File: src/include/jses_pkg.sv
// constants, state types and scan patterns shared by both ends of the self-erase link
`default_nettype none
package jses_pkg;
	// system clock and link timing
	localparam int unsigned CLK_PERIOD_NS = 10;
	localparam int unsigned TCK_HALF_NS   = 50;
	localparam int unsigned TCK_HALF_CYC  =
		(TCK_HALF_NS + CLK_PERIOD_NS - 1) / CLK_PERIOD_NS;
	localparam int unsigned HALF_W        = 3;
	localparam logic [HALF_W-1:0] HALF_LAST = HALF_W'(TCK_HALF_CYC - 1);

	// waits: cell discharge after the enable load, erase burn in idle
	localparam int unsigned DISCH_US      = 1;
	localparam int unsigned DISCH_CYC     =
		(DISCH_US * 1000) / CLK_PERIOD_NS;
	localparam int unsigned ERASE_MS      = 100;
	localparam int unsigned ERASE_CYC     =
		(ERASE_MS * 1000000) / CLK_PERIOD_NS;
	localparam int unsigned TIMER_W       = 24;
	localparam logic [TIMER_W-1:0] DISCH_LAST = TIMER_W'(DISCH_CYC - 1);

	// instruction register
	localparam int unsigned IR_W          = 8;
	localparam logic [IR_W-1:0] LIVE_REPROGRAM_ENABLE_INSTR = 8'hE4;
	localparam logic [IR_W-1:0] ERASE_INSTR   = 8'hED;
	localparam logic [IR_W-1:0] IR_CAPTURE    = 8'h01;
	localparam logic [IR_W-1:0] IR_BYPASS     = 8'hFF;

	// one scan pattern: step count, tms and tdi per step, lsb first
	localparam int unsigned LEN_W         = 4;
	typedef struct packed {
		logic [LEN_W-1:0] len;
		logic [7:0]       tms;
		logic [7:0]       tdi;
	} jses_pat_t;

	localparam jses_pat_t PAT_TLR   = '{len: 4'h5, tms: 8'h1F, tdi: 8'h00};
	localparam jses_pat_t PAT_GO1   = '{len: 4'h5, tms: 8'h06, tdi: 8'h00};
	localparam jses_pat_t PAT_SHEN  = '{len: 4'h8, tms: 8'h80,
		tdi: LIVE_REPROGRAM_ENABLE_INSTR};
	localparam jses_pat_t PAT_UPD1  = '{len: 4'h1, tms: 8'h01, tdi: 8'h00};
	localparam jses_pat_t PAT_GO2   = '{len: 4'h4, tms: 8'h03, tdi: 8'h00};
	localparam jses_pat_t PAT_SHER  = '{len: 4'h8, tms: 8'h80,
		tdi: ERASE_INSTR};
	localparam jses_pat_t PAT_UPD2  = '{len: 4'h2, tms: 8'h01, tdi: 8'h00};
	localparam jses_pat_t PAT_HOLD  = '{len: 4'h1, tms: 8'h00, tdi: 8'h00};

	// sequencer states, gray coded along the scan path
	typedef enum logic [3:0] {
		SQ_IDLE  = 4'h0,
		SQ_TLR   = 4'h1,
		SQ_GO1   = 4'h3,
		SQ_SHEN  = 4'h2,
		SQ_UPD1  = 4'h6,
		SQ_DISCH = 4'h7,
		SQ_GO2   = 4'h5,
		SQ_SHER  = 4'h4,
		SQ_UPD2  = 4'hC,
		SQ_DWELL = 4'hD,
		SQ_GO3   = 4'hF,
		SQ_DONE  = 4'hE
	} jses_seq_state_t;

	// test access port controller states
	typedef enum logic [3:0] {
		TAP_TLR  = 4'h0,
		TAP_RTI  = 4'h1,
		TAP_SDR  = 4'h3,
		TAP_CDR  = 4'h2,
		TAP_SHDR = 4'h6,
		TAP_E1DR = 4'h7,
		TAP_PDR  = 4'h5,
		TAP_E2DR = 4'h4,
		TAP_UDR  = 4'hC,
		TAP_SIR  = 4'hD,
		TAP_CIR  = 4'hF,
		TAP_SHIR = 4'hE,
		TAP_E1IR = 4'hA,
		TAP_PIR  = 4'hB,
		TAP_E2IR = 4'h9,
		TAP_UIR  = 4'h8
	} jses_tap_state_t;
endpackage
`default_nettype wire

File: src/include/jses_jtag_if.sv
// scan link between the erase sequencer and the device test port
`default_nettype none
interface jses_jtag_if;
	logic tck;
	logic tms;
	logic tdi;

	modport host
	(
		output tck,
		output tms,
		output tdi
	);

	modport dev
	(
		input tck,
		input tms,
		input tdi
	);
endinterface
`default_nettype wire

File: src/hdl/jses_sequencer.sv
// erase sequencer: drives the device test port through the self-erase scan
// Overview of operation
// - device reprograms while running once enabled
// - enable instruction goes before any erase instruction
// - set tdi and tms, then raise tck
// - one linear state machine walks all steps
// - timer gives discharge wait and erase burn
// - start tms high, five tck rises
// - tms 0,1,1,0,0 then 1,1,0,0 reach shift-ir
// - shift enable bits 0010011, bit7 1 exits
// - shift erase bits 1011011, bit7 1 exits
// - device sets enable flop at update-ir
// - erase loaded at update-ir, left tms low
// - idle with tms low clocking for 100ms
// - after erase tms 1,1,0,0 to shift-ir
`default_nettype none
module jses_sequencer
#(
	parameter int unsigned ERASE_CYC = jses_pkg::ERASE_CYC
)
(
	input  wire logic  clk,
	input  wire logic  rstn,
	input  wire logic  start,
	jses_jtag_if.host  jtag,
	output var  logic  busy,
	output var  logic  done
);
	typedef struct packed {
		jses_pkg::jses_seq_state_t        state;
		logic [2:0]                       idx;
		logic [jses_pkg::HALF_W-1:0]      half;
		logic [jses_pkg::TIMER_W-1:0]     timer;
		logic                             tck;
		logic                             tms;
		logic                             tdi;
		logic                             busy;
		logic                             done;
	} jses_seq_t;

	localparam logic [jses_pkg::TIMER_W-1:0] ERASE_LAST =
		jses_pkg::TIMER_W'(ERASE_CYC - 1);

	jses_seq_t s_q;
	jses_seq_t s_d;

	// scan pattern that belongs to each state
	function automatic jses_pkg::jses_pat_t seqPat
	(
		input jses_pkg::jses_seq_state_t st
	);
		case (st)
			jses_pkg::SQ_TLR:  seqPat = jses_pkg::PAT_TLR;
			jses_pkg::SQ_GO1:  seqPat = jses_pkg::PAT_GO1;
			jses_pkg::SQ_SHEN: seqPat = jses_pkg::PAT_SHEN;
			jses_pkg::SQ_UPD1: seqPat = jses_pkg::PAT_UPD1;
			jses_pkg::SQ_GO2:  seqPat = jses_pkg::PAT_GO2;
			jses_pkg::SQ_SHER: seqPat = jses_pkg::PAT_SHER;
			jses_pkg::SQ_UPD2: seqPat = jses_pkg::PAT_UPD2;
			jses_pkg::SQ_GO3:  seqPat = jses_pkg::PAT_GO2;
			default:           seqPat = jses_pkg::PAT_HOLD;
		endcase
	endfunction

	// fixed successor: the machine never branches
	function automatic jses_pkg::jses_seq_state_t seqNext
	(
		input jses_pkg::jses_seq_state_t st
	);
		case (st)
			jses_pkg::SQ_TLR:   seqNext = jses_pkg::SQ_GO1;
			jses_pkg::SQ_GO1:   seqNext = jses_pkg::SQ_SHEN;
			jses_pkg::SQ_SHEN:  seqNext = jses_pkg::SQ_UPD1;
			jses_pkg::SQ_UPD1:  seqNext = jses_pkg::SQ_DISCH;
			jses_pkg::SQ_DISCH: seqNext = jses_pkg::SQ_GO2;
			jses_pkg::SQ_GO2:   seqNext = jses_pkg::SQ_SHER;
			jses_pkg::SQ_SHER:  seqNext = jses_pkg::SQ_UPD2;
			jses_pkg::SQ_UPD2:  seqNext = jses_pkg::SQ_DWELL;
			jses_pkg::SQ_DWELL: seqNext = jses_pkg::SQ_GO3;
			jses_pkg::SQ_GO3:   seqNext = jses_pkg::SQ_DONE;
			default:            seqNext = jses_pkg::SQ_IDLE;
		endcase
	endfunction

	always_comb
	begin
		jses_pkg::jses_pat_t pat;
		jses_pkg::jses_pat_t nextPat;
		logic                lastStep;
		logic                advance;
		pat      = seqPat(s_q.state);
		nextPat  = jses_pkg::PAT_HOLD;
		lastStep = ({1'b0, s_q.idx}
			== jses_pkg::LEN_W'(pat.len - jses_pkg::LEN_W'(1)));
		advance  = 1'b0;
		s_d      = s_q;
		s_d.done = 1'b0;

		case (s_q.state)
			jses_pkg::SQ_IDLE:
			begin
				s_d.tck = 1'b0;
				s_d.tms = 1'b1;
				s_d.tdi = 1'b0;
				if (start)
				begin
					s_d.state = jses_pkg::SQ_TLR;
					s_d.idx   = '0;
					s_d.half  = '0;
					s_d.busy  = 1'b1;
				end
			end

			jses_pkg::SQ_DONE:
			begin
				s_d.busy  = 1'b0;
				s_d.done  = 1'b1;
				s_d.state = jses_pkg::SQ_IDLE;
			end

			// tck stays low while the enable flop settles in update-ir
			jses_pkg::SQ_DISCH:
			begin
				if (s_q.timer == jses_pkg::DISCH_LAST)
				begin
					advance = 1'b1;
				end
				else
				begin
					s_d.timer = jses_pkg::TIMER_W'(s_q.timer + 1'b1);
				end
			end

			default:
			begin
				// burn timer runs on clk, tck keeps toggling meanwhile
				if (s_q.state == jses_pkg::SQ_DWELL && s_q.timer != ERASE_LAST)
					s_d.timer = jses_pkg::TIMER_W'(s_q.timer + 1'b1);
				if (s_q.half != jses_pkg::HALF_LAST)
				begin
					s_d.half = jses_pkg::HALF_W'(s_q.half + 1'b1);
				end
				else
				begin
					s_d.half = '0;
					if (!s_q.tck)
					begin
						s_d.tck = 1'b1;
					end
					else
					begin
						s_d.tck = 1'b0;
						if (s_q.state == jses_pkg::SQ_DWELL)
							advance = (s_q.timer == ERASE_LAST);
						else if (lastStep)
							advance = 1'b1;
						else
							s_d.idx = 3'(s_q.idx + 1'b1);
					end
				end
			end
		endcase

		if (advance)
		begin
			s_d.state = seqNext(s_q.state);
			s_d.idx   = '0;
			s_d.timer = '0;
		end

		// new pins are only set with tck low, a full half period before
		// the next rise, so the device sees them settled
		if (s_q.state != jses_pkg::SQ_IDLE && s_d.state != s_q.state
			|| s_d.idx != s_q.idx)
		begin
			nextPat = seqPat(s_d.state);
			s_d.tms = nextPat.tms[s_d.idx];
			s_d.tdi = nextPat.tdi[s_d.idx];
		end
	end

	always_ff @(posedge clk or negedge rstn)
	begin
		if (!rstn)
		begin
			s_q <= '{state: jses_pkg::SQ_IDLE, idx: '0, half: '0,
				timer: '0, tck: 1'b0, tms: 1'b1, tdi: 1'b0,
				busy: 1'b0, done: 1'b0};
		end
		else
		begin
			s_q <= s_d;
		end
	end

	assign jtag.tck = s_q.tck;
	assign jtag.tms = s_q.tms;
	assign jtag.tdi = s_q.tdi;
	assign busy     = s_q.busy;
	assign done     = s_q.done;
endmodule
`default_nettype wire

File: src/flat_wrapper.sv
// flat-port wrapper written by rule: the top's interface ports become plain ports
module jses_sequencer_flat 
#(
	parameter int unsigned ERASE_CYC = jses_pkg::ERASE_CYC
)
  (clk, rstn, start, busy, done, jtag_tck, jtag_tms, jtag_tdi);
  jses_jtag_if jtag_i ();
  input  wire logic clk;
  input  wire logic rstn;
  input  wire logic start;
  output var  logic busy;
  output var  logic done;
  output wire logic [$bits(jtag_i.tck)-1:0] jtag_tck;
  output wire logic [$bits(jtag_i.tms)-1:0] jtag_tms;
  output wire logic [$bits(jtag_i.tdi)-1:0] jtag_tdi;
  assign jtag_tck = jtag_i.tck;
  assign jtag_tms = jtag_i.tms;
  assign jtag_tdi = jtag_i.tdi;
  jses_sequencer #(.ERASE_CYC(ERASE_CYC)) u_core (.clk(clk), .rstn(rstn), .start(start), .jtag(jtag_i), .busy(busy), .done(done));
endmodule
File: config.mk
export PLATFORM = sky130hd
export DESIGN_NAME = jses_sequencer_flat
export DESIGN_NICKNAME = d
export VERILOG_FILES = /design/src/include/jses_pkg.sv /design/src/include/jses_jtag_if.sv /design/src/hdl/jses_sequencer.sv /design/src/flat_wrapper.sv
export SDC_FILE = /design/constraint.sdc
export NUM_CORES = 1
export LEC_CHECK = 0
export BUFFER_PORTS_ARGS = -buffer_cell sky130_fd_sc_hd__buf_2
export CAP_MARGIN = 10
export CORE_UTILIZATION = 54
export CTS_CLUSTER_DIAMETER = 40
export DETAILED_ROUTE_END_ITERATION = 7
export GPL_TIMING_DRIVEN = 0
export PLACE_DENSITY = 0.71
export SYNTH_ARGS = -nofsm -noshare
export SYNTH_HDL_FRONTEND = slang
export SYNTH_SLANG_ARGS = --single-unit
File: constraint.sdc
create_clock -name clk -period 6 [get_ports clk]
set_input_delay 0.3 -clock clk [delete_from_list [all_inputs] [get_ports clk]]
set_output_delay 0.3 -clock clk [all_outputs]
set_load 0.05 [all_outputs]
==> results.toml <==
[clock_network]
cts.clk_slew.worst_paths_ns = 0.08
max-clock-path-buffers = 2
cts_setup_buffers = 0
post_cts_resize_count = 0
hold_bufs_at_cts = 0
clk_latency_ns = 0.29
ctsRootBufferMaster = "sky130_fd_sc_hd__clkbuf_8"
sink_count = 39
htree_levels = 2
cts_tree = "yes"
tritoncts.num_buffers = 5

[setup_path]
timing.critical_path.mode_cell = "sky130_fd_sc_hd__ha_1"
critical-path-top-delay-family = "simple AND/OR/NAND/NOR gates"
cp-startpoint = "u_core.s_q[35]$_DFF_PN0_"
rr_startpoint = "u_core.s_q[35]$_DFF_PN0_"
timing.critical_path.slowest_stage_cell = "sky130_fd_sc_hd__mux2i_1"
worstPathBufferInverterCount = 3
worst_ep_arrival_time_ns = 5.57
timing.critical_path.required_ns = 6.17
startpoint_type = "flip-flop"
crit_path_end_kind = "flip-flop"
worstRegToRegCells = 21
timing.critical_path.depth = 21
critical_path.cell_chain = "inv_1 > ha_1 > nor2b_1 > o21a_1 > or2_2 > ha_1 > xnor2_1 > mux2i_1 > nand4_1 > nand2_1 > clkbuf_1 > o21a_1 > inv_1 > ha_1 > nor2b_1 > o21ai_0 > o21ai_0 > nor2_1 > a32o_1 > o211ai_1 > o21ai_1"
criticalPathCategory = "flip-flop to flip-flop"
path_max_fanout = 10
r2r_setup_slk_ns = 0.61
critPathMaxStageDelay_ns = 0.64
reg2reg_to = "u_core.jtag.tdi$_DFFE_PN0P_"
crit_end = "u_core.jtag.tdi$_DFFE_PN0P_"

[power]
combinationalPowerShare = 0.348
internal-power_mw = 0.526
vdd_ir_drop_max_mv = 0.148
p_switching_mw = 0.305
static-leakage-power_nw = 1.46
power_density_mw_per_mm2 = 264
power.share.switching = 0.368
power.share.sequential = 0.387
clock_power_share = 0.265
design_power_total_mw = 0.831

[floorplan]
core_mm2 = 0.00514
fp-row-count = 26
die_w_um = 75.5
top_level_ports = 8
initial_utilization = 0.567
die_height_um = 75.5
die_outline_area_mm2 = 0.00569

[final_layout]
syn_to_final_growth_pct = 8.07
final_nets = 365
diodes = 0
stdcell_area_mm2 = 0.00315
post_route_cells_drive_above_1_share = 0.112
final_core_utilization = 0.613
fin_cells = 419

[synthesis]
share_of_synthesized_area_occupied_by_flip_flops_and_latches = 0.335
yosysUniqueCellTypes = 63
netlist_instances = 334
synthesis.nets = 351
ys.flop_type = "sky130_fd_sc_hd__dfrtp_1"
yosys.area.top_type_share = 0.326
synthesis.area_mm2 = 0.00291
count_of_flip_flops_with_a_built_in_enable_after_synthesis = 0
yosysWarningCount = 0
ys_ff_latch = 39
yosys-top-cells-area = "sky130_fd_sc_hd__dfrtp_1 (33%), sky130_fd_sc_hd__ha_1 (6.0%), sky130_fd_sc_hd__xor2_1 (5.1%), sky130_fd_sc_hd__nor2_1 (4.8%), sky130_fd_sc_hd__nand2_1 (3.7%)"
synth_async_sr_flop_share = 1.00
synth_top_cell_by_area = "sky130_fd_sc_hd__dfrtp_1"
syn_area_per_cell_um2 = 8.72

[detailed_routing]
detailedRoute.firstIterationViolations = 175
vias = 2502
avgViaCountPerCell = 5.97
antenna_violating_nets_post_route = 0
route.detailed.wl_per_inst_um = 15.7
drt_first_pass_iters = 4
drt_wl_total_mm = 6.60
route.detailed.drc = 0

[sta]
achievable-frequency_ghz = 0.185
sum_of_negative_setup_slack_ns = 0
max_slew.worst_pin.slew_ns = 0.874
hold_violations = 0
setup_viol = 0
clock_period_minus_worst_slack_ns = 5.39
final-max-slew-violation-count = 0
maxSlewHeadroom = 0.418
grt_setup_unrepaired = "false"
fin_skew_ns = 0.00802
layout_worst_path_cycle_share = 0.899

[grt]
grt_usage = 0.255
global_route.usage.met3 = 0.0556
grt-ovfl-total = 0
gr-max-usage-layer = "met2"
first_global_vias = 2316
grt_use_met1 = 0.332
pin_count_of_the_biggest_net_entering_global_routing = 40
global_route_met2_usage = 0.410
antenna_found_initial = 0
grt_pass1_wl_mm = 10.8

[placed_design]
place.port_buffers = 7
placed_cell_area_mm2 = 0.00304
post_placement_cell_count = 411
routabilityCongestion = 0.926
dpl.hpwl_mm = 4.91

[run_status]
run_status = "finished clean"

[worst_hold_path]
hold_path.class = "input pin to async pin"

[job]
maxCapViolations = 0
[cell families after synthesis]
family	after synthesis	synth area share
simple gates	150	0.268
compound gates	73	0.196
flops	39	0.335
xor+xnor	25	0.0751
buf+inv	25	0.0374
fa+ha+maj	14	0.0601
mux	8	0.0279
[worst register-to-register path, cell delays in order (launching register included)]
cell and delay (ns):
sky130_fd_sc_hd__dfrtp_1 0.54, sky130_fd_sc_hd__inv_1 0.18, sky130_fd_sc_hd__ha_1 0.32, sky130_fd_sc_hd__nor2b_1 0.20, sky130_fd_sc_hd__o21a_1 0.21, sky130_fd_sc_hd__or2_2 0.28, sky130_fd_sc_hd__ha_1 0.21, sky130_fd_sc_hd__xnor2_1 0.29
sky130_fd_sc_hd__mux2i_1 0.64, sky130_fd_sc_hd__nand4_1 0.29, sky130_fd_sc_hd__nand2_1 0.23, sky130_fd_sc_hd__clkbuf_1 0.45, sky130_fd_sc_hd__o21a_1 0.33, sky130_fd_sc_hd__inv_1 0.09, sky130_fd_sc_hd__ha_1 0.23, sky130_fd_sc_hd__nor2b_1 0.11
sky130_fd_sc_hd__o21ai_0 0.08, sky130_fd_sc_hd__o21ai_0 0.12, sky130_fd_sc_hd__nor2_1 0.07, sky130_fd_sc_hd__a32o_1 0.23, sky130_fd_sc_hd__o211ai_1 0.09, sky130_fd_sc_hd__o21ai_1 0.09
[flip-flops by register name, summed over array words and instances, names as in the netlist]
register / flops
u_core.jtag.tms: 1
u_core.s_q: 34
u_core.jtag.tdi: 1
u_core.busy: 1
u_core.done: 1
u_core.jtag.tck: 1
[stage by stage]
step / hold slack [ns] / worst slack, ns
3_3_place_gp: 0.462 / 0.716
4_1_cts: 0.151 / 0.628
5_1_grt: 0.190 / 0.138
3_5_place_dp: 0.475 / 0.672
2_1_floorplan: 0.00441 / 1.56
6_report: 0.112 / 0.606
[layer usage]
metal / routed length (um) / share of wire
met1: 3100 / 0.47
met4: 114 / 0.017
met3: 271 / 0.041
met2: 3110 / 0.47
met5: 0 / 0
[worst min-delay path by stage]
stage               from                          end  depth (start not counted)
floorplan           rstn      u_core.busy$_DFFE_PN0P_                          0
global placement    rstn   u_core.s_q[31]$_DFFE_PN0P_                          1
detailed placement  rstn   u_core.s_q[31]$_DFFE_PN0P_                          1
CTS                 rstn   u_core.s_q[31]$_DFFE_PN0P_                          1
global route        rstn  u_core.jtag.tck$_DFFE_PN0P_                          1
finish              rstn   u_core.s_q[29]$_DFFE_PN0P_                          1
[cells in the final DEF, fill, tap and decap left out, drive strengths merged, types with 9 or more instances in the layout]
cell | synthesis | routed
buf | 5 | 12
nor2 | 37 | 37
nand2 | 30 | 30
inv | 16 | 16
xor2 | 17 | 17
o21ai | 18 | 18
and3 | 13 | 13
clkbuf | 4 | 9
dfrtp | 38 | 38
ha | 14 | 14
nand3 | 18 | 18
a21oi | 12 | 12
[cell usage after synthesis (8+ instances only)]
cell type and n:
sky130_fd_sc_hd__ha_1 14, sky130_fd_sc_hd__dfrtp_1 38, sky130_fd_sc_hd__xnor2_1 8, sky130_fd_sc_hd__and3_1 13, sky130_fd_sc_hd__a21oi_1 10, sky130_fd_sc_hd__nand2_1 29, sky130_fd_sc_hd__nor2_1 37, sky130_fd_sc_hd__nand3_1 18
sky130_fd_sc_hd__o21ai_0 14, sky130_fd_sc_hd__xor2_1 17, sky130_fd_sc_hd__inv_1 15, sky130_fd_sc_hd__nand4_1 8
[final cells by class]
type / count / area, um2
plain buffers: 9 / 48.8
clock buffers: 5 / 68.8
clock inverters: 3 / 43.8
fillers: 490 / 1990
inverters: 16 / 60.1
multi-input cells: 270 / 1830
flip-flops and latches: 39 / 977
well taps: 70 / 87.6
repair buffers: 7 / 35.0
[power groups by stage]
stage	registers (mW)	clock network, mW	logic (mW)
finish	0.322	0.221	0.289
global route	0.325	0.239	0.325
CTS	0.321	0.226	0.287
detailed placement	0.326	0	0.285
global placement	0.325	0	0.283
floorplan	0.337	0	0.207
No activity file was read; power rests on OpenSTA's default activity.
